--- config.mk ---
export PLATFORM = sky130hd
export DESIGN_NAME = two_wire_master_task_event_regs
export DESIGN_NICKNAME = d
export VERILOG_FILES = /design/src/two_wire_master_pkg.sv /design/src/sticky_flags.sv /design/src/txn_sequencer.sv /design/src/two_wire_master_task_event_regs.sv
export SDC_FILE = /design/constraint.sdc
export NUM_CORES = 1
export LEC_CHECK = 0
export BUFFER_PORTS_ARGS = -buffer_cell sky130_fd_sc_hd__buf_4
export CAP_MARGIN = 10
export CORE_ASPECT_RATIO = 1.4
export CORE_MARGIN = 8
export CORE_UTILIZATION = 49
export DETAILED_ROUTE_END_ITERATION = 10
export PLACE_DENSITY_LB_ADDON = 0.08
export SLEW_MARGIN = 5
export SYNTH_ARGS = -nofsm -noshare
export SYNTH_HDL_FRONTEND = slang
export SYNTH_SLANG_ARGS = --single-unit
--- constraint.sdc ---
create_clock -name sys_clk -period 2.4 [get_ports sys_clk]
set_input_delay 0.12 -clock sys_clk [delete_from_list [all_inputs] [get_ports sys_clk]]
set_output_delay 0.12 -clock sys_clk [all_outputs]
set_load 0.02 [all_outputs]
--- src/two_wire_master_pkg.sv ---
package two_wire_master_pkg;

  // ----------------------------------------
  // Register offsets (byte addresses)
  // ----------------------------------------
  localparam int ADDR_W = 12;
  localparam logic [11:0] OFF_START_RX = 12'h000;
  localparam logic [11:0] OFF_START_TX = 12'h008;
  localparam logic [11:0] OFF_HALT = 12'h014;
  localparam logic [11:0] OFF_PAUSE = 12'h01c;
  localparam logic [11:0] OFF_CONTINUE = 12'h020;
  localparam logic [11:0] OFF_HALTED = 12'h104;
  localparam logic [11:0] OFF_RX_FLAG = 12'h108;
  localparam logic [11:0] OFF_TX_FLAG = 12'h11c;
  localparam logic [11:0] OFF_ERR_FLAG = 12'h124;
  localparam logic [11:0] OFF_SUSP_FLAG = 12'h148;
  localparam logic [11:0] OFF_IRQ_STATUS = 12'h400;
  localparam logic [11:0] OFF_IRQ_CLEAR = 12'h404;
  localparam logic [11:0] OFF_IRQ_ENABLE = 12'h408;

  // ----------------------------------------
  // Fields and reset values
  // ----------------------------------------
  localparam int FLAG_BIT = 0;
  localparam int NUM_EVT = 5;
  localparam int EVT_STOPPED = 0;
  localparam int EVT_RXD = 1;
  localparam int EVT_TXD = 2;
  localparam int EVT_ERR = 3;
  localparam int EVT_SUSP = 4;
  localparam logic [31:0] RDATA_RESET = 32'h0000_0000;
  localparam logic [4:0] EVT_RESET = 5'h00;

  // ----------------------------------------
  // Carriers
  // ----------------------------------------
  typedef struct packed {
    logic [11:0] addr;
    logic [31:0] wdata;
    logic wr;
    logic rd;
  } reg_req_t;

  typedef struct packed {
    logic start_receive;
    logic start_transmit;
    logic stop;
    logic suspend;
    logic resume;
  } task_t;

  typedef struct packed {
    logic rxByte;
    logic txAck;
    logic readAck;
    logic stopped;
    logic error;
  } eng_evt_t;

  // Bit 0 is the stopped event
  typedef struct packed {
    logic susp;
    logic err;
    logic txd;
    logic rxd;
    logic stopped;
  } evt_t;

  typedef enum logic [1:0] {
    ST_IDLE = 2'b00,
    ST_RX = 2'b01,
    ST_TX = 2'b10,
    ST_SUSP = 2'b11
  } seq_state_t;

endpackage : two_wire_master_pkg

--- src/sticky_flags.sv ---
`timescale 1ns/1ps
module sticky_flags #(
  parameter int N = 5
) (
  // Clock and reset
  input wire logic sys_clk,
  input wire logic arst_n,
  // Set and clear strobes
  input wire logic [N-1:0] set,
  input wire logic [N-1:0] clr,
  // Flag state
  output logic [N-1:0] flags
);

  logic [N-1:0] flagsD;
  logic [N-1:0] flagsQ;

  // Set wins over a clear in the same cycle
  always_comb begin
    flagsD = (flagsQ & ~clr) | set;
  end

  always_ff @(posedge sys_clk or negedge arst_n) begin
    if (!arst_n) begin
      flagsQ <= '0;
    end else begin
      flagsQ <= flagsD;
    end
  end

  assign flags = flagsQ;

endmodule : sticky_flags

--- src/txn_sequencer.sv ---
`timescale 1ns/1ps
module txn_sequencer (
  // Clock and reset
  input wire logic sys_clk,
  input wire logic arst_n,
  // Task pulses and engine events
  input two_wire_master_pkg::task_t tasks,
  input two_wire_master_pkg::eng_evt_t eng,
  // Event pulses and bus control
  output two_wire_master_pkg::evt_t evt,
  output two_wire_master_pkg::seq_state_t state,
  output logic holdBus,
  output logic nackNext
);

  two_wire_master_pkg::seq_state_t stateD, stateQ;
  two_wire_master_pkg::evt_t evtD, evtQ;
  logic rxDirD, rxDirQ;
  logic suspReqD, suspReqQ;
  logic nackD, nackQ;

  // ----------------------------------------
  // Next state
  // ----------------------------------------
  always_comb begin
    stateD = stateQ;
    rxDirD = rxDirQ;
    suspReqD = suspReqQ;
    nackD = nackQ;
    evtD = '0;
    if (tasks.start_receive) begin
      stateD = two_wire_master_pkg::ST_RX;
      rxDirD = 1'b1;
      suspReqD = 1'b0;
      nackD = (stateQ == two_wire_master_pkg::ST_RX);
    end else if (tasks.start_transmit) begin
      stateD = two_wire_master_pkg::ST_TX;
      rxDirD = 1'b0;
      suspReqD = 1'b0;
      nackD = (stateQ == two_wire_master_pkg::ST_RX);
    end
    if (tasks.stop && stateQ == two_wire_master_pkg::ST_RX) begin
      nackD = 1'b1;
    end
    if (tasks.suspend && (stateQ == two_wire_master_pkg::ST_RX ||
        stateQ == two_wire_master_pkg::ST_TX)) begin
      suspReqD = 1'b1;
    end
    if (tasks.resume && stateQ == two_wire_master_pkg::ST_SUSP) begin
      stateD = rxDirQ ? two_wire_master_pkg::ST_RX
                      : two_wire_master_pkg::ST_TX;
    end
    if (eng.readAck && stateQ == two_wire_master_pkg::ST_RX) begin
      nackD = 1'b0;
      if (suspReqQ) begin
        stateD = two_wire_master_pkg::ST_SUSP;
        suspReqD = 1'b0;
        evtD.susp = 1'b1;
      end
    end
    if (eng.txAck && stateQ == two_wire_master_pkg::ST_TX) begin
      evtD.txd = 1'b1;
      if (suspReqQ) begin
        stateD = two_wire_master_pkg::ST_SUSP;
        suspReqD = 1'b0;
        evtD.susp = 1'b1;
      end
    end
    if (eng.rxByte && stateQ == two_wire_master_pkg::ST_RX) begin
      evtD.rxd = 1'b1;
    end
    if (eng.error) begin
      evtD.err = 1'b1;
    end
    if (eng.stopped) begin
      stateD = two_wire_master_pkg::ST_IDLE;
      suspReqD = 1'b0;
      nackD = 1'b0;
      evtD.stopped = 1'b1;
      // A stop in the same cycle leaves nothing suspended
      evtD.susp = 1'b0;
    end
  end

  always_ff @(posedge sys_clk or negedge arst_n) begin
    if (!arst_n) begin
      stateQ <= two_wire_master_pkg::ST_IDLE;
      rxDirQ <= 1'b0;
      suspReqQ <= 1'b0;
      nackQ <= 1'b0;
      evtQ <= '0;
    end else begin
      stateQ <= stateD;
      rxDirQ <= rxDirD;
      suspReqQ <= suspReqD;
      nackQ <= nackD;
      evtQ <= evtD;
    end
  end

  assign evt = evtQ;
  assign state = stateQ;
  assign holdBus = (stateQ == two_wire_master_pkg::ST_SUSP);
  assign nackNext = nackQ;

  // ----------------------------------------
  // Checks
  // ----------------------------------------
  a_sent_after_ack: assert property (
    @(posedge sys_clk) disable iff (!arst_n)
    evtQ.txd |-> $past(eng.txAck) &&
      $past(stateQ) == two_wire_master_pkg::ST_TX)
    else $error("byte sent without acknowledge in transmit");

  a_suspend_event: assert property (
    @(posedge sys_clk) disable iff (!arst_n)
    evtQ.susp |-> $past(suspReqQ) && holdBus)
    else $error("suspended event without earlier request");

endmodule : txn_sequencer

--- src/two_wire_master_task_event_regs.sv ---
// Local design decision: the address-and-strobe port.
`timescale 1ns/1ps
// Operation
// - Writing one to start-receive begins a bus read; write-only, resets zero.
// - Writing one to start-transmit begins a bus write; write-only.
// - Writing one to the halt trigger ends the ongoing transaction.
// - Writing one to the pause trigger suspends the ongoing transaction.
// - Writing one to the continue trigger resumes a suspended transaction.
// - Halted flag bit 0 sets when the transaction stops; read-write.
// - Byte-received flag sets each time a byte lands in receive data.
// - Byte-sent flag sets each time a transmit byte went out.
// - Bus-error flag sets on a bus error; read-write, resets zero.
// - Byte-sent fires only after the byte and its acknowledge bit.
// - Suspended event fires after a read or transmit acknowledge, only if requested.
module two_wire_master_task_event_regs (
  // Clock and reset
  input wire logic sys_clk,
  input wire logic arst_n,
  // Register port
  input two_wire_master_pkg::reg_req_t req,
  output logic [31:0] rdata,
  // Bus engine
  output two_wire_master_pkg::task_t tasks,
  input two_wire_master_pkg::eng_evt_t eng,
  output logic holdBus,
  output logic nackNext,
  // Interrupt
  output logic irq
);

  // ----------------------------------------
  // Decode helpers
  // ----------------------------------------
  function automatic logic hit(
    input logic [11:0] a,
    input logic [11:0] off
  );
    return a == off;
  endfunction : hit

  function automatic logic [11:0] evtOff(input int idx);
    logic [11:0] off;
    off = two_wire_master_pkg::OFF_HALTED;
    unique case (idx)
      two_wire_master_pkg::EVT_STOPPED: begin
        off = two_wire_master_pkg::OFF_HALTED;
      end
      two_wire_master_pkg::EVT_RXD: begin
        off = two_wire_master_pkg::OFF_RX_FLAG;
      end
      two_wire_master_pkg::EVT_TXD: begin
        off = two_wire_master_pkg::OFF_TX_FLAG;
      end
      two_wire_master_pkg::EVT_ERR: begin
        off = two_wire_master_pkg::OFF_ERR_FLAG;
      end
      default: begin
        off = two_wire_master_pkg::OFF_SUSP_FLAG;
      end
    endcase
    return off;
  endfunction : evtOff

  // ----------------------------------------
  // Signals
  // ----------------------------------------
  two_wire_master_pkg::task_t tasksD, tasksQ;
  two_wire_master_pkg::evt_t evt;
  two_wire_master_pkg::seq_state_t busState;
  logic [4:0] evtSet;
  logic [4:0] evtClr;
  logic [4:0] evtFlags;
  logic [4:0] irqClr;
  logic [4:0] irqStat;
  logic [4:0] enD, enQ;
  logic [31:0] rdataD, rdataQ;
  logic wrOne;

  // ----------------------------------------
  // Task triggers
  // ----------------------------------------
  assign wrOne = req.wr && req.wdata[two_wire_master_pkg::FLAG_BIT];

  always_comb begin
    tasksD = '0;
    if (wrOne) begin
      tasksD.start_receive = hit(req.addr,
        two_wire_master_pkg::OFF_START_RX);
      tasksD.start_transmit = hit(req.addr,
        two_wire_master_pkg::OFF_START_TX);
      tasksD.stop = hit(req.addr,
        two_wire_master_pkg::OFF_HALT);
      tasksD.suspend = hit(req.addr,
        two_wire_master_pkg::OFF_PAUSE);
      tasksD.resume = hit(req.addr,
        two_wire_master_pkg::OFF_CONTINUE);
    end
  end

  always_ff @(posedge sys_clk or negedge arst_n) begin
    if (!arst_n) begin
      tasksQ <= '0;
    end else begin
      tasksQ <= tasksD;
    end
  end

  assign tasks = tasksQ;

  // ----------------------------------------
  // Transaction sequencer
  // ----------------------------------------
  txn_sequencer u_seq (
    .sys_clk(sys_clk),
    .arst_n(arst_n),
    .tasks(tasksQ),
    .eng(eng),
    .evt(evt),
    .state(busState),
    .holdBus(holdBus),
    .nackNext(nackNext)
  );

  // ----------------------------------------
  // Event flag registers
  // ----------------------------------------
  always_comb begin
    evtSet = evt;
    evtClr = '0;
    for (int i = 0; i < two_wire_master_pkg::NUM_EVT; i++) begin
      if (req.wr && hit(req.addr, evtOff(i))) begin
        evtSet[i] = evt[i] | req.wdata[two_wire_master_pkg::FLAG_BIT];
        evtClr[i] = ~req.wdata[two_wire_master_pkg::FLAG_BIT];
      end
    end
  end

  sticky_flags #(
    .N(two_wire_master_pkg::NUM_EVT)
  ) u_evt_flags (
    .sys_clk(sys_clk),
    .arst_n(arst_n),
    .set(evtSet),
    .clr(evtClr),
    .flags(evtFlags)
  );

  // ----------------------------------------
  // Interrupt status, clear and enable
  // ----------------------------------------
  always_comb begin
    enD = enQ;
    irqClr = '0;
    if (req.wr && hit(req.addr, two_wire_master_pkg::OFF_IRQ_ENABLE)) begin
      enD = req.wdata[4:0];
    end
    if (req.wr && hit(req.addr, two_wire_master_pkg::OFF_IRQ_CLEAR)) begin
      irqClr = req.wdata[4:0];
    end
  end

  always_ff @(posedge sys_clk or negedge arst_n) begin
    if (!arst_n) begin
      enQ <= two_wire_master_pkg::EVT_RESET;
    end else begin
      enQ <= enD;
    end
  end

  sticky_flags #(
    .N(two_wire_master_pkg::NUM_EVT)
  ) u_irq_status (
    .sys_clk(sys_clk),
    .arst_n(arst_n),
    .set(evt),
    .clr(irqClr),
    .flags(irqStat)
  );

  assign irq = |(irqStat & enQ);

  // ----------------------------------------
  // Read data
  // ----------------------------------------
  always_comb begin
    rdataD = two_wire_master_pkg::RDATA_RESET;
    if (req.rd) begin
      for (int i = 0; i < two_wire_master_pkg::NUM_EVT; i++) begin
        if (hit(req.addr, evtOff(i))) begin
          rdataD[two_wire_master_pkg::FLAG_BIT] = evtFlags[i];
        end
      end
      if (hit(req.addr, two_wire_master_pkg::OFF_IRQ_STATUS)) begin
        rdataD[4:0] = irqStat;
      end
      if (hit(req.addr, two_wire_master_pkg::OFF_IRQ_ENABLE)) begin
        rdataD[4:0] = enQ;
      end
    end
  end

  always_ff @(posedge sys_clk or negedge arst_n) begin
    if (!arst_n) begin
      rdataQ <= two_wire_master_pkg::RDATA_RESET;
    end else begin
      rdataQ <= rdataD;
    end
  end

  assign rdata = rdataQ;

  // ----------------------------------------
  // Checks
  // ----------------------------------------
  a_start_rx_pulse: assert property (
    @(posedge sys_clk) disable iff (!arst_n)
    (wrOne && hit(req.addr, two_wire_master_pkg::OFF_START_RX))
      |=> tasks.start_receive ##1 !tasks.start_receive || tasksD.start_receive)
    else $error("start receive not pulsed");

  a_start_tx_pulse: assert property (
    @(posedge sys_clk) disable iff (!arst_n)
    (wrOne && hit(req.addr, two_wire_master_pkg::OFF_START_TX))
      |=> tasks.start_transmit && !tasks.start_receive)
    else $error("start transmit not pulsed");

  a_halt_pulse: assert property (
    @(posedge sys_clk) disable iff (!arst_n)
    tasks.stop |-> $past(req.wr) &&
      $past(req.addr) == two_wire_master_pkg::OFF_HALT)
    else $error("halt pulse without halt write");

  a_pause_pulse: assert property (
    @(posedge sys_clk) disable iff (!arst_n)
    (wrOne && hit(req.addr, two_wire_master_pkg::OFF_PAUSE))
      |=> tasks.suspend)
    else $error("pause not pulsed");

  a_continue_pulse: assert property (
    @(posedge sys_clk) disable iff (!arst_n)
    (tasks.resume && busState == two_wire_master_pkg::ST_SUSP)
      |=> busState != two_wire_master_pkg::ST_SUSP || $past(evt.susp))
    else $error("continue did not leave suspend");

  a_halted_flag: assert property (
    @(posedge sys_clk) disable iff (!arst_n)
    evt.stopped |=> evtFlags[two_wire_master_pkg::EVT_STOPPED] &&
      irqStat[two_wire_master_pkg::EVT_STOPPED])
    else $error("halted flag not set");

  a_rx_flag: assert property (
    @(posedge sys_clk) disable iff (!arst_n)
    evt.rxd |=> evtFlags[two_wire_master_pkg::EVT_RXD])
    else $error("byte received flag not set");

  a_tx_flag: assert property (
    @(posedge sys_clk) disable iff (!arst_n)
    evt.txd |=> evtFlags[two_wire_master_pkg::EVT_TXD])
    else $error("byte sent flag not set");

  a_error_flag: assert property (
    @(posedge sys_clk) disable iff (!arst_n)
    eng.error |=> ##1 evtFlags[two_wire_master_pkg::EVT_ERR])
    else $error("error flag not set two cycles after error");

  a_trigger_reads: assert property (
    @(posedge sys_clk) disable iff (!arst_n)
    (req.rd && (hit(req.addr, two_wire_master_pkg::OFF_START_RX) ||
      hit(req.addr, two_wire_master_pkg::OFF_HALT)))
      |=> rdata == two_wire_master_pkg::RDATA_RESET)
    else $error("trigger read not zero");

  a_zero_write: assert property (
    @(posedge sys_clk) disable iff (!arst_n)
    (req.wr && !req.wdata[two_wire_master_pkg::FLAG_BIT])
      |=> tasks == '0)
    else $error("zero write fired a task");

  a_irq_level: assert property (
    @(posedge sys_clk) disable iff (!arst_n)
    (|(evt & enD)) |=> irq)
    else $error("enabled event did not raise interrupt");

  a_rdata_idle: assert property (
    @(posedge sys_clk) disable iff (!arst_n)
    !req.rd |=> rdata == two_wire_master_pkg::RDATA_RESET)
    else $error("read data not zero outside a read");

  a_halted_clear: assert property (
    @(posedge sys_clk) disable iff (!arst_n)
    (req.wr && hit(req.addr, two_wire_master_pkg::OFF_HALTED) &&
      !req.wdata[two_wire_master_pkg::FLAG_BIT] && !evt.stopped)
      |=> !evtFlags[two_wire_master_pkg::EVT_STOPPED])
    else $error("halted flag not cleared by zero write");

  a_rx_flag_read: assert property (
    @(posedge sys_clk) disable iff (!arst_n)
    (req.rd && hit(req.addr, two_wire_master_pkg::OFF_RX_FLAG))
      |=> rdata[two_wire_master_pkg::FLAG_BIT] ==
      $past(evtFlags[two_wire_master_pkg::EVT_RXD]))
    else $error("byte received flag read back wrong");

endmodule : two_wire_master_task_event_regs

; ---- Word-level counts from Yosys, hierarchy flattened
; Cells that the tools add are included.
[classes]
add_sub_neg = 0
n_mul = 0
n_div = 0
order_cmp = 0
eq_ne = 20
shifts = 0
muxes = 58
n_bitwise = 13
n_reduce_logical = 19
[ops]
columns = cell, n
row1 = equality test 12 bit, 5
row2 = equality test 12 x 9 -> 1 bit (second input constant), 5
row3 = two-way mux 12 bit, 5
row4 = two-way mux 1 bit, 39
row5 = equality test 12 x 11 -> 1 bit (second input constant), 3
row6 = two-way mux 5 bit, 5
row7 = equality test 12 x 5 -> 1 bit (second input constant), 2
row8 = two-way mux 2 bit, 9
row9 = AND 5 bit, 3
row10 = logical AND 1 bit, 14
row11 = equality test 12 x 4 -> 1 bit (second input constant), 1
row12 = equality test 12 x 6 -> 1 bit (second input constant), 1
row13 = logical NOT 12 bit, 1
row14 = NOT 5 bit, 2
row15 = OR 5 bit, 2
row16 = OR 1 bit, 5
row17 = nonzero test 5 bit, 1
row18 = OR reduction 5 bit, 1
row19 = equality test 2 bit (second input constant), 2
row20 = equality test 2 x 1 -> 1 bit (second input constant), 1
row21 = nonzero test 2 bit, 1
row22 = logical OR 1 bit, 1
row23 = NOT 1 bit, 1
[totals]
register_bits = 35
latch_bits = 0
mem_bits_rw = 0
mem_bits_ro = 0
in_bits = 53
mem_count = 0

; ---- Logic depth before layout (Yosys ltp)
; Gate-level depths: netlist of run 1.
[logic_depth]
ltp_word = 10
mapped_depth = 6

; ---- By module
; A second synthesis of run 1 with hierarchy kept.
[unflattened]
cells_unflattened = 190
hier_area_um2 = 1948.1
[modules_own_cells]
columns = mod, instances, cells_per_inst, area_each_um2, seq_area_each_um2
row1 = two_wire_master_task_event_regs, 1, 123, 1154.9, 375.4
row2 = txn_sequencer, 1, 37, 430.4, 250.2
row3 = sticky_flags, 2, 15, 181.4, 125.1

; ---- Worst setup path after synthesis of run 1
; No wires, ideal clock.
[synth_path]
kind = input -> register
startpoint = in req[36] in the netlist's numbering
endpoint = reg enQ[1]
setup_time_ps = 125
arrival_time_ps = 1724
required_time_ps = 2275
slack_ps = 551
path_stages = 5
path_buffers = 2
cell_sequence = buf_2 or4b_1 or4_4 buf_6 mux2_4
[synth_between]
elab_chain_cells = 2
[synth_rtl]
columns = element, line_no
row1 = start: declaration, two_wire_master_task_event_regs.sv:20  ; input two_wire_master_pkg::reg_req_t req,
row2 = equality test 12 x 11 -> 1 bit, two_wire_master_task_event_regs.sv:38  ; return a == off;
row3 = logical AND 1 bit, two_wire_master_task_event_regs.sv:154  ; if (req.wr && hit(req.addr, two_wire_master_pkg::OFF_IRQ_ENABLE)) begin
row4 = end signal: assignment, two_wire_master_task_event_regs.sv:164  ; enQ <= two_wire_master_pkg::EVT_RESET;
row5 = end signal: assignment, two_wire_master_task_event_regs.sv:166  ; enQ <= enD;
row6 = end: declaration, two_wire_master_task_event_regs.sv:75  ; logic [4:0] enD, enQ;
; No other way between the ends.
; A chain may end at the register's enable or synchronous reset.

; ---- Worst setup path in the final report of run 1
[layout_path]
startpoint = in req[39] in the netlist's numbering
endpoint = reg enQ[4]
; Same word-level chain as after synthesis.

==> key figures, run 1 <==
Synth
  – Syn. warnings: 0
  – Mapped Avg Cell Area: 10.31 um^2
  – Ranking of synthesized cells by area: dfrtp_1 (47%), buf_4 (11%), mux2_4 (3.2%)
  – Post-synth EDFFs: 0
  – Mux share of post-synthesis cell area: 3.219%
  – Post-Synth Simple-Gate Area: 20.52%
  – Yosys cell types: 36
  – Adder-Cell Fraction of Synth Area: 2.012%
  – FFs w/ async S/R, synth: 100.0%
  – Post-synth top area share: 46.95%
  – Synth area leader: dfrtp_1
  – Largest family of logic cells by synthesized area: simple AND/OR/NAND/NOR gates
  – Ys flop type: dfrtp_1
  – Compound-Gate Fraction of Synth Area: 13.28%
  – Sequential area share after synthesis: 46.95%
  – Mapped cell area: 1866 um^2
  – Yosys reg bits: 35
  – Mapped Cells: 181
  – Post-Synth XOR/XNOR Area: 0%

Clock tree
  – Reg clk slew, reported paths: 0.06 ns
  – Clk buf depth: 2
  – CTS HTree Levels: 2
  – # clock sinks: 35
  – CTS tree: built
  – Root buf cell: clkbuf_8
  – Cts bufs inserted: 5
  – Clock latency on the worst-skew pair: 0.28 ns

Worst setup path
  – Crit path largest cell delay: 0.68 ns
  – Crit-path slowest cell: or4_1
  – Worst r2r src: u_seq.state[0]$_DFF_PN0_
  – Arrival time worst endpoint: 1.89 ns
  – Critical path capture point type: flip-flop
  – Register-to-register setup slack: 1.09 ns
  – Crit Path Class: in2reg
  – CP bufs+invs: 1
  – Crit path max-delay family: simple AND/OR/NAND/NOR gates
  – R2r worst-path depth: 5
  – CP Cell Sequence: buf_4, or4_1, or4_4, mux2_4
  – Worst EP required: 2.56 ns
  – CP max FO: 8
  – RR Endpoint: u_seq.suspReqQ$_DFF_PN0_
  – Startpoint types: primary input

Global routing
  – First-pass GRT wire length: 7044 um
  – Antenna violations before repair: 0
  – Overall routing resource usage: 15.17%
  – Largest net degree at the start of global routing: 36
  – Vias in the first global route: 1,476
  – Overflow after GRT: 0

Final layout
  – Antenna cells: 0
  – Filler cells: 343
  – Post-layout util: 60.44%
  – Fraction of layout cells with a size suffix above 1: 23.89%
  – Nets@finish: 282
  – Area delta synth->final: 18.04%

STA
  – Fin. max-slew vios: 0
  – Upper clock frequency limit: 578.6 MHz
  – Hold_ws: 0.04937 ns
  – Final period util: 72.01%
  – Final TNS setup: 0 ns
  – Final setup fails: 0
  – Tmin final: 1.728 ns
  – RSZ-0062 raised after global routing: false
  – Worst Tran Pin Value: 0.6305 ns
  – Worst relative slew slack: 57.64%
  – Clk_skew: 0.002003 ns
  – Final hold vios: 0

Floorplan
  – Die X: 68.15 um
  – Die area: 6066 um^2
  – Die H: 89.01 um
  – Area of the core: 3643 um^2
  – Initial core utilization: 51.20%
  – Io pins: 93
  – Site Rows: 26

Detailed routing
  – WL/cell: 16.66 um
  – Pre-antenna DRT Iters: 4
  – Drt via density: 5.392
  – Vias: 1,445
  – Drt drc: 0
  – Antenna Violating Nets Remaining: 0
  – Initial drt markers: 76
  – DRT Wirelength: 4465 um

Run status
  – Outcome: completed

Worst hold path
  – Critical hold path startpoint: eng[4]
  – HP Class: in2reg
  – Min-Delay Endpoint: u_seq.evt[1]$_DFF_PN0_
  – Hold Path Stages: 2

Pwr
  – PwrDens: 523.2 nW/um^2
  – Overall Power: 1152 uW
  – Peak VDD IR: 0.4547 mV
  – Leakage: 0.001053 uW

Placement
  – Post-DP HPWL: 3605 um
  – RePlAce Congestion: 0.8725
  – PortBufs: 38

Job
  – MaxCap Viol Count: 0
## stage by stage
step	cell area, um^2	setup WS (ns)	std cells
after global routing	2202	0.6596	268
after CTS	2202	0.6827	268
after detailed placement	2085	0.3861	258
after floorplan	1963	0.5511	207
after global placement	2085	0.3809	258
final	2202	0.6718	268
## area by class of cell
class	instances	area, um^2	area share [%]
tap	42	52.55	2.386
clock buffer	6	82.58	3.750
sequential	35	875.8	39.77
clock inverter	1	5.005	0.2273
inverter	7	26.28	1.193
multi-input combinational	134	829.5	37.67
timing repair buffer	43	330.3	15.00
## timing repair
item | CTS | global route
hold buffers | 3 | 0
endpoints found under the hold margin | 37 | 0
setup buffers | 0 | 0
resized for setup | 0 | 0
## worst reg2reg max path: stages (launching register included)
cell and delay, ns:
dfrtp_1 0.38, inv_1 0.07, ha_1 0.19, and2_1 0.17, a21o_1 0.17, a211oi_1 0.24
## where the power goes
group	switching, uW	internal [uW]	total [uW]
clock network	189	225	414
registers	8.32	601	609
logic	84.0	45.6	130
total	281	871	1150
## state kept, by name, indices dropped and copies added (netlist names)
| name | flops |
|---|---|
| enQ | 5 |
| rdata | 5 |
| tasks | 5 |
| u_evt_flags.flags | 5 |
| u_irq_status.flags | 5 |
| u_seq.evt | 5 |
| u_seq.state | 2 |
| u_seq.nackNext | 1 |
| u_seq.rxDirQ | 1 |
| u_seq.suspReqQ | 1 |
## how the worst max path moves through the flow
stage	start	to	slack, ns	cells past startpoint
3_3_place_gp	req[39]	enQ[1]$_DFFE_PN0P_	0.38	4
6_report	req[39]	enQ[4]$_DFFE_PN0P_	0.67	4
5_1_grt	req[39]	enQ[4]$_DFFE_PN0P_	0.66	4
3_5_place_dp	req[39]	enQ[4]$_DFFE_PN0P_	0.39	4
4_1_cts	req[39]	enQ[4]$_DFFE_PN0P_	0.68	4
2_1_floorplan	req[36]	enQ[1]$_DFFE_PN0P_	0.55	5
## cells in the mapped netlist (all sizes together), types with 3 or more instances
library cell	instances
dfrtp	35
buf	31
nand2	13
nor2	10
a21o	7
inv	7
a21oi	6
nand4	6
nor4b	6
o21ai	6
a22oi	5
nor2b	5
nor3	5
a211o	4
mux2	4
nand3b	4
nor4	4
and2	3
ha	3
or4	3
or4b	3
## per-layer routing
layer	routed length, um	part of all wire, %	track usage, %	up-vias
met5	0	0	0	-
met4	67	1.5	4.486	0
met3	209	4.7	4.391	8
met2	2543	57	28.42	42
met1	1644	37	15.49	707
li1	-	-	-	688
## cell usage in the layout (no fill, tap or decap), types with 3 or more instances in the layout
master	netlist	routed
a211o_1	4	4
a21o_1	7	7
a21oi_1	6	6
a22oi_1	5	5
and2_1	3	3
buf_4	28	40
clkbuf_8	0	6
conb_1	1	27
dfrtp_1	35	35
dlygate4sd3_1	0	3
ha_1	3	3
inv_1	7	7
mux2_4	4	4
nand2_1	13	13
nand3b_1	4	4
nand4_1	6	6
nor2_1	10	10
nor2b_1	5	5
nor3_1	5	5
nor4_1	4	4
nor4b_1	6	6
o21ai_0	6	6
## kinds of logic after synthesis
logic type                 count (synthesis)
muxes                                      4
buffers and inverters                     38
adders and majority gates                  3
and+or+nand+nor                           65
AOI/OAI and AO/OA                         35
DFF                                       35
other                                      1
Note: power is estimated with default switching activity, not from simulation.
==> run 2: changes to the inputs <==
Settings changed: CORE_UTILIZATION 49 to 46.
Clock period 2.4 ns to 1.78 ns, I/O delays scaled along.
==> run 2 against run 1 <==
Net effect:
- sequential power is 35% higher
- count of clock-buffer cells in the layout stayed put
- non-clock buffer count is 15 higher
- global-route usage is 0.25 points lower
- combinational power is 49% higher
- clock skew is 0.0040 ns higher
- worst hold slack worse by 0.027 ns
- largest cell class unchanged
==> key figures, run 2 (synthesis gave the netlist of run 1 again) <==
Detailed routing
  – Pre-antenna DRT Iters: 4 (unchanged)
  – DRT Wirelength: 4712 um (was 4465 um)
  – Initial drt markers: 37 (was 76)
  – Drt via density: 5.260 (was 5.392)
  – Drt drc: 0 (unchanged)
  – Antenna Violating Nets Remaining: 0 (unchanged)
  – WL/cell: 16.53 um (was 16.66 um)
  – Vias: 1,499 (was 1,445)

Pwr
  – PwrDens: 777.7 nW/um^2 (was 523.2 nW/um^2)
  – Sequential Power Share: 44.5% (was 52.8%)
  – Logic gate share of total power: 10.5% (was 11.2%)
  – Leakage: 0.001150 uW (was 0.001053 uW)
  – Net switching share of the total power: 21.68% (was 24.42%)
  – Internal: 1445 uW (was 870.8 uW)
  – Peak VDD IR: 1.079 mV (was 0.4547 mV)
  – Net switching power: 399.9 uW (was 281.4 uW)
  – Clock share of power: 45.0% (was 35.9%)

Clock tree
  – Clock latency on the worst-skew pair: 0.28 ns (about the same)
  – Cts bufs inserted: 5 (unchanged)
  – CTS tree: built (unchanged)
  – Post-CTS Setup Inserts: 0 (unchanged)
  – Clk buf depth: 2 (unchanged)
  – CTS HTree Levels: 2 (unchanged)
  – Reg clk slew, reported paths: 0.07 ns (was 0.06 ns)
  – # clock sinks: 35 (unchanged)
  – Root buf cell: clkbuf_8 (unchanged)

Worst setup path
  – Critical path capture point type: flip-flop (unchanged)
  – Arrival time worst endpoint: 1.67 ns (was 1.89 ns)
  – Startpoint types: primary input (unchanged)
  – Crit-path slowest cell: or4_4 (was or4_1)
  – Crit Path Class: in2reg (unchanged)
  – CP max FO: 6 (was 8)
  – Crit path largest cell delay: 0.61 ns (was 0.68 ns)
  – CP Cell Sequence: buf_4, or4b_4, or4_4, mux2_4 (was buf_4, or4_1, or4_4, mux2_4)
  – Worst EP required: 1.95 ns (was 2.56 ns)

STA
  – Final period util: 84.32%
  – Final hold vios: 0 (unchanged)
  – Upper clock frequency limit: 666.3 MHz
  – Final TNS setup: 0 ns (unchanged)
  – Clk_skew: 0.005965 ns (was 0.002003 ns)
  – Worst Tran Pin Value: 0.5159 ns (was 0.6305 ns)
  – Tmin final: 1.501 ns
  – RSZ-0062 raised after global routing: false (unchanged)
  – Fin. max-slew vios: 0 (unchanged)
  – Final setup fails: 0 (unchanged)
  – Worst relative slew slack: 65.12% (was 57.64%)

Global routing
  – Overflow after GRT: 0 (unchanged)
  – Antenna violations before repair: 0 (unchanged)
  – First-pass GRT wire length: 7810 um (was 7044 um)
  – Vias in the first global route: 1,685 (was 1,476)
  – Overall routing resource usage: 14.92% (was 15.17%)
  – Largest net degree at the start of global routing: 36 (unchanged)

Floorplan
  – Initial core utilization: 47.61% (was 51.20%)
  – Die H: 91.35 um (was 89.01 um)
  – Die area: 6378 um^2 (was 6066 um^2)
  – Area of the core: 3919 um^2 (was 3643 um^2)
  – Io pins: 93 (unchanged)
  – Site Rows: 27 (was 26)
  – Die X: 69.82 um (was 68.15 um)

Placement
  – RePlAce Congestion: 0.8292 (was 0.8725)
  – Post-DP HPWL: 3810 um (was 3605 um)
  – PortBufs: 38 (unchanged)
  – Post-Place Cell Area: 2210 um^2 (was 2085 um^2)

Job
  – MaxCap Viol Count: 0 (unchanged)

Final layout
  – Nets@finish: 297 (was 282)
  – Commonest non-fill, non-tap cell in the layout: buf_4 (unchanged)
  – Cell area after layout: 2372 um^2 (was 2202 um^2)
  – Fraction of layout cells with a size suffix above 1: 29.34% (was 23.89%)
  – Filler cells: 360 (was 343)
  – Area delta synth->final: 27.16% (was 18.04%)
  – Most frequent cells in the layout: buf_4 (55), dfrtp_1 (35), conb_1 (27) (was buf_4 (40), dfrtp_1 (35), conb_1 (27))
  – Antenna cells: 0 (unchanged)

Run status
  – Outcome: completed (unchanged)

Worst hold path
  – HP Class: in2reg (unchanged)
run 2: cell types whose count changed in the layout (fill, tap and decap cells not counted):
cell / delta
buf_4: +15
or4_4: +1
or4b_4: +2
or4b_1: -1
clkbuf_1: +1
or4_1: -1
clkinv_2: -1
clkbuf_8: -1
bufinv_16: +2
or4b_2: -1
run 2: area by class of cell:
| cell class | instances | area [um^2] | share of cell area (%) |
|---|---|---|---|
| tap | 43 | 53.80 | 2.268 |
| sequential | 35 | 875.8 | 36.92 |
| clock buffer | 6 | 72.57 | 3.059 |
| timing repair buffer | 58 | 442.9 | 18.67 |
| inverter | 7 | 26.28 | 1.108 |
| multi-input combinational | 134 | 840.8 | 35.44 |
| clock inverter | 2 | 60.06 | 2.532 |
run 2: critical path: cells and delay by family:
kind                   cells  cell delay, ns
buffers and inverters      1            0.11
and+or+nand+nor            2            1.14
muxes                      1            0.33
run 2: path summary, 6_finish.rpt:
check / start / to / slack [ns] / depth (start not counted)
hold reg to reg: u_seq.evt[2]$_DFF_PN0_ / u_irq_status.flags[2]$_DFF_PN0_ / 0.46 / 1
setup reg to reg: u_seq.state[0]$_DFF_PN0_ / u_seq.state[1]$_DFF_PN0_ / 0.46 / 6
setup / recovery: req[34] / enQ[2]$_DFFE_PN0P_ / 0.28 / 4
max in group asynchronous: arst_n / tasks[3]$_DFF_PN0_ / 1.16 / 2
hold / removal: eng[4] / u_seq.evt[1]$_DFF_PN0_ / 0.02 / 2
min in group asynchronous: arst_n / enQ[3]$_DFFE_PN0P_ / 0.29 / 2
run 2: metrics by stage:
step / hold WS, ns / instances / total power (uW) / util, % / setup slack (ns)
6_report: 0.02224 / 285 / 1845 / 60.54 / 0.2791
5_1_grt: 0.02227 / 285 / 1911 / 60.54 / 0.1706
4_1_cts: 0.01144 / 285 / 1867 / 60.54 / 0.2838
3_5_place_dp: 0.06582 / 274 / 1021 / 56.39 / -0.02210
3_3_place_gp: 0.05680 / 274 / 1017 / 56.39 / -0.007072
2_1_floorplan: -0.2066 / 207 / 965.2 / - / 0.002237
run 2: what timing repair did:
item / in CTS / in global routing
hold buffers: 3 / 0
resized for setup: 0 / 0
endpoints found under the setup margin: 0 / 0
hold endpoints to repair: 40 / 0
run 2: power groups by stage:
stage	clock network [uW]	logic, uW	registers [uW]
after floorplan	0	133	832
after global placement	0	183	835
after detailed placement	0	186	835
after CTS	856	192	820
after global routing	878	212	821
final	830	194	821
run 2: metal layers:
metal	share of wire (%)	wire length, um	up-vias	global-route usage, %
met4	1.3	59	0	6.555
li1	-	-	721	-
met2	57	2694	46	28.34
met3	4.9	231	6	4.357
met5	0	0	-	0
met1	37	1727	726	14.25
==> run 3: changes to the inputs <==
Clock period 1.78 ns to 1.5 ns, I/O delays scaled along.
==> run 3 against run 2 <==
Net effect:
- combinational power rose by 23%
- sequential share of layout area is 0.73 points lower
- die area stayed put
- clock skew up 0.0014 ns
- utilization rose by 1.2 points
- first-iteration DRC count grew 130%
- non-clock buffer count up 6
- sequential power up 19%
- global-route usage shrank 0.17 points
- cell area rose by 2.0%
- flip-flop and latch count unchanged
- critical path type unchanged
==> key figures, run 3 (synthesis gave the netlist of run 1 again) <==
Final layout
  – Fraction of layout cells with a size suffix above 1: 30.65% (was 29.34%)
  – Cell area after layout: 2420 um^2 (was 2372 um^2)
  – Most frequent cells in the layout: buf_4 (60), dfrtp_1 (35), conb_1 (27) (was buf_4 (55), dfrtp_1 (35), conb_1 (27))
  – Final cell count without fillers: 291 (was 285)
  – Area delta synth->final: 29.71% (was 27.16%)
  – Commonest non-fill, non-tap cell in the layout: buf_4 (unchanged)
  – Antenna cells: 0 (unchanged)
  – Nets@finish: 303 (was 297)

Pwr
  – Logic gate share of total power: 10.8% (was 10.5%)
  – Sequential Power Share: 44.1% (was 44.5%)
  – Clock share of power: 45.2% (was 45.0%)
  – PwrDens: 913.2 nW/um^2 (was 777.7 nW/um^2)
  – Leakage: 0.001177 uW (was 0.001150 uW)
  – Peak VDD IR: 0.8190 mV (was 1.079 mV)
  – Internal: 1721 uW (was 1445 uW)
  – Net switching power: 488.6 uW (was 399.9 uW)
  – Net switching share of the total power: 22.11% (was 21.68%)

Clock tree
  – # clock sinks: 35 (unchanged)
  – Clk buf depth: 2 (unchanged)
  – Cts bufs inserted: 5 (unchanged)
  – Root buf cell: clkbuf_8 (unchanged)
  – Reg clk slew, reported paths: 0.07 ns (about the same)
  – CTS tree: built (unchanged)
  – Clock latency on the worst-skew pair: 0.29 ns (was 0.28 ns)
  – Post-CTS sizing: 0 (unchanged)
  – CTS HTree Levels: 2 (unchanged)

Detailed routing
  – Initial drt markers: 85 (was 37)
  – WL/cell: 16.31 um (was 16.53 um)
  – Antenna Violating Nets Remaining: 0 (unchanged)
  – Vias: 1,558 (was 1,499)
  – Pre-antenna DRT Iters: 4 (unchanged)
  – Drt drc: 0 (unchanged)
  – Drt via density: 5.354 (was 5.260)
  – DRT Wirelength: 4746 um (was 4712 um)

Worst setup path
  – Crit path max-delay family: simple AND/OR/NAND/NOR gates (unchanged)
  – Crit path largest cell delay: 0.60 ns (was 0.61 ns)
  – Crit Path Class: in2reg (unchanged)
  – Startpoint types: primary input (unchanged)
  – Critical path capture point type: flip-flop (unchanged)
  – Worst EP required: 1.67 ns (was 1.95 ns)
  – Arrival time worst endpoint: 1.64 ns (was 1.67 ns)
  – CP bufs+invs: 1 (unchanged)
  – Crit-path slowest cell: or4_4 (unchanged)
  – CP max FO: 6 (unchanged)
  – CP Cell Sequence: buf_4, or4b_4, or4_4, mux2_4 (unchanged)

Floorplan
  – Initial core utilization: 47.61% (unchanged)
  – Die area: 6378 um^2 (unchanged)
  – Die X: 69.82 um (unchanged)
  – Site Rows: 27 (unchanged)
  – Area of the core: 3919 um^2 (unchanged)
  – Io pins: 93 (unchanged)
  – Die H: 91.35 um (unchanged)

Placement
  – RePlAce Congestion: 0.8324 (was 0.8292)
  – Pre-CTS setup slack: -0.2701 ns (was -0.02210 ns)
  – PortBufs: 38 (unchanged)
  – Post-Place Cell Area: 2247 um^2 (was 2210 um^2)
  – Post-DP HPWL: 3822 um (was 3810 um)
  – # placed instances: 279 (was 274)

STA
  – Final hold vios: 0 (unchanged)
  – Final period util: 97.97%
  – Tmin final: 1.470 ns
  – Final setup fails: 0 (unchanged)
  – Clk_skew: 0.007343 ns (was 0.005965 ns)
  – Fin. max-slew vios: 0 (unchanged)
  – RSZ-0062 raised after global routing: false (unchanged)
  – Worst Setup Slack, final: 0.03045 ns (was 0.2791 ns)
  – Final TNS setup: 0 ns (unchanged)
  – Upper clock frequency limit: 680.5 MHz

Global routing
  – Overflow after GRT: 0 (unchanged)
  – First-pass GRT wire length: 7866 um (was 7810 um)
  – Largest net degree at the start of global routing: 36 (unchanged)
  – Vias in the first global route: 1,687 (was 1,685)
  – Antenna violations before repair: 0 (unchanged)
  – Overall routing resource usage: 14.75% (was 14.92%)

Job
  – MaxCap Viol Count: 0 (unchanged)

Run status
  – Outcome: completed (unchanged)

Worst hold path
  – HP Class: in2reg (unchanged)
==> run 3: cell types whose count changed in the layout (fill, tap and decap cells not counted) <==
cell,previous run,this run
dlygate4sd3_1,3,4
buf_4,55,60
==> run 3: layout make-up <==
cell class                 instances  area, um^2
clock inverter                     2       60.06
inverter                           7       26.28
timing repair buffer              64       490.5
fill                             351        1499
multi-input combinational        134       840.8
clock buffer                       6       72.57
sequential                        35       875.8
tap                               43       53.80
==> run 3: power groups by stage <==
stage	Combinational (uW)	Clock (uW)	Sequential, uW
finish	238	998	973
global route	260	1050	975
CTS	236	1020	973
detailed placement	227	0	991
global placement	223	0	991
floorplan	159	0	987
==> run 3: worst paths after layout <==
| kind | startpoint | endpoint | slack (ns) | depth (start not counted) |
|---|---|---|---|---|
| worst max-delay path | req[34] | enQ[4]$_DFFE_PN0P_ | 0.03 | 4 |
| worst min-delay path | req[3] | enQ[1]$_DFFE_PN0P_ | 0.03 | 2 |
| worst max register to register | u_seq.state[0]$_DFF_PN0_ | u_seq.suspReqQ$_DFF_PN0_ | 0.15 | 5 |
| worst min register to register | u_seq.evt[2]$_DFF_PN0_ | u_irq_status.flags[2]$_DFF_PN0_ | 0.46 | 1 |
| max in group asynchronous | arst_n | tasks[0]$_DFF_PN0_ | 0.92 | 2 |
| min in group asynchronous | arst_n | u_seq.evt[3]$_DFF_PN0_ | 0.27 | 2 |
==> run 3: what timing repair did <==
item,CTS,global route
buffers inserted,0,0
hold buffers,4,0
hold endpoints to repair,42,0
==> run 3: worst reg2reg max path: stages (launching register included) <==
cell	delay (ns)
dfrtp_1	0.39
inv_1	0.07
ha_1	0.19
and2_1	0.17
a21o_1	0.17
a211oi_1	0.26
==> run 3: per-stage QoR <==
| step | utilization [%] | hold slack (ns) | power (uW) |
|---|---|---|---|
| 2_1_floorplan | - | -0.2206 | 1146 |
| 3_3_place_gp | 57.34 | 0.03757 | 1213 |
| 3_5_place_dp | 57.34 | 0.05040 | 1219 |
| 4_1_cts | 61.75 | 0.02033 | 2226 |
| 5_1_grt | 61.75 | 0.02721 | 2285 |
| 6_report | 61.75 | 0.02953 | 2210 |
==> run 3: metal layers <==
layer  track usage, %  vias to the layer above  part of all wire, %
met3            4.357                       10                  4.6
met1            15.26                      767                   38
met5                0                        -                    0
met2            27.27                       51                   55
li1                 -                      730                    -
met4            5.042                        0                  1.9
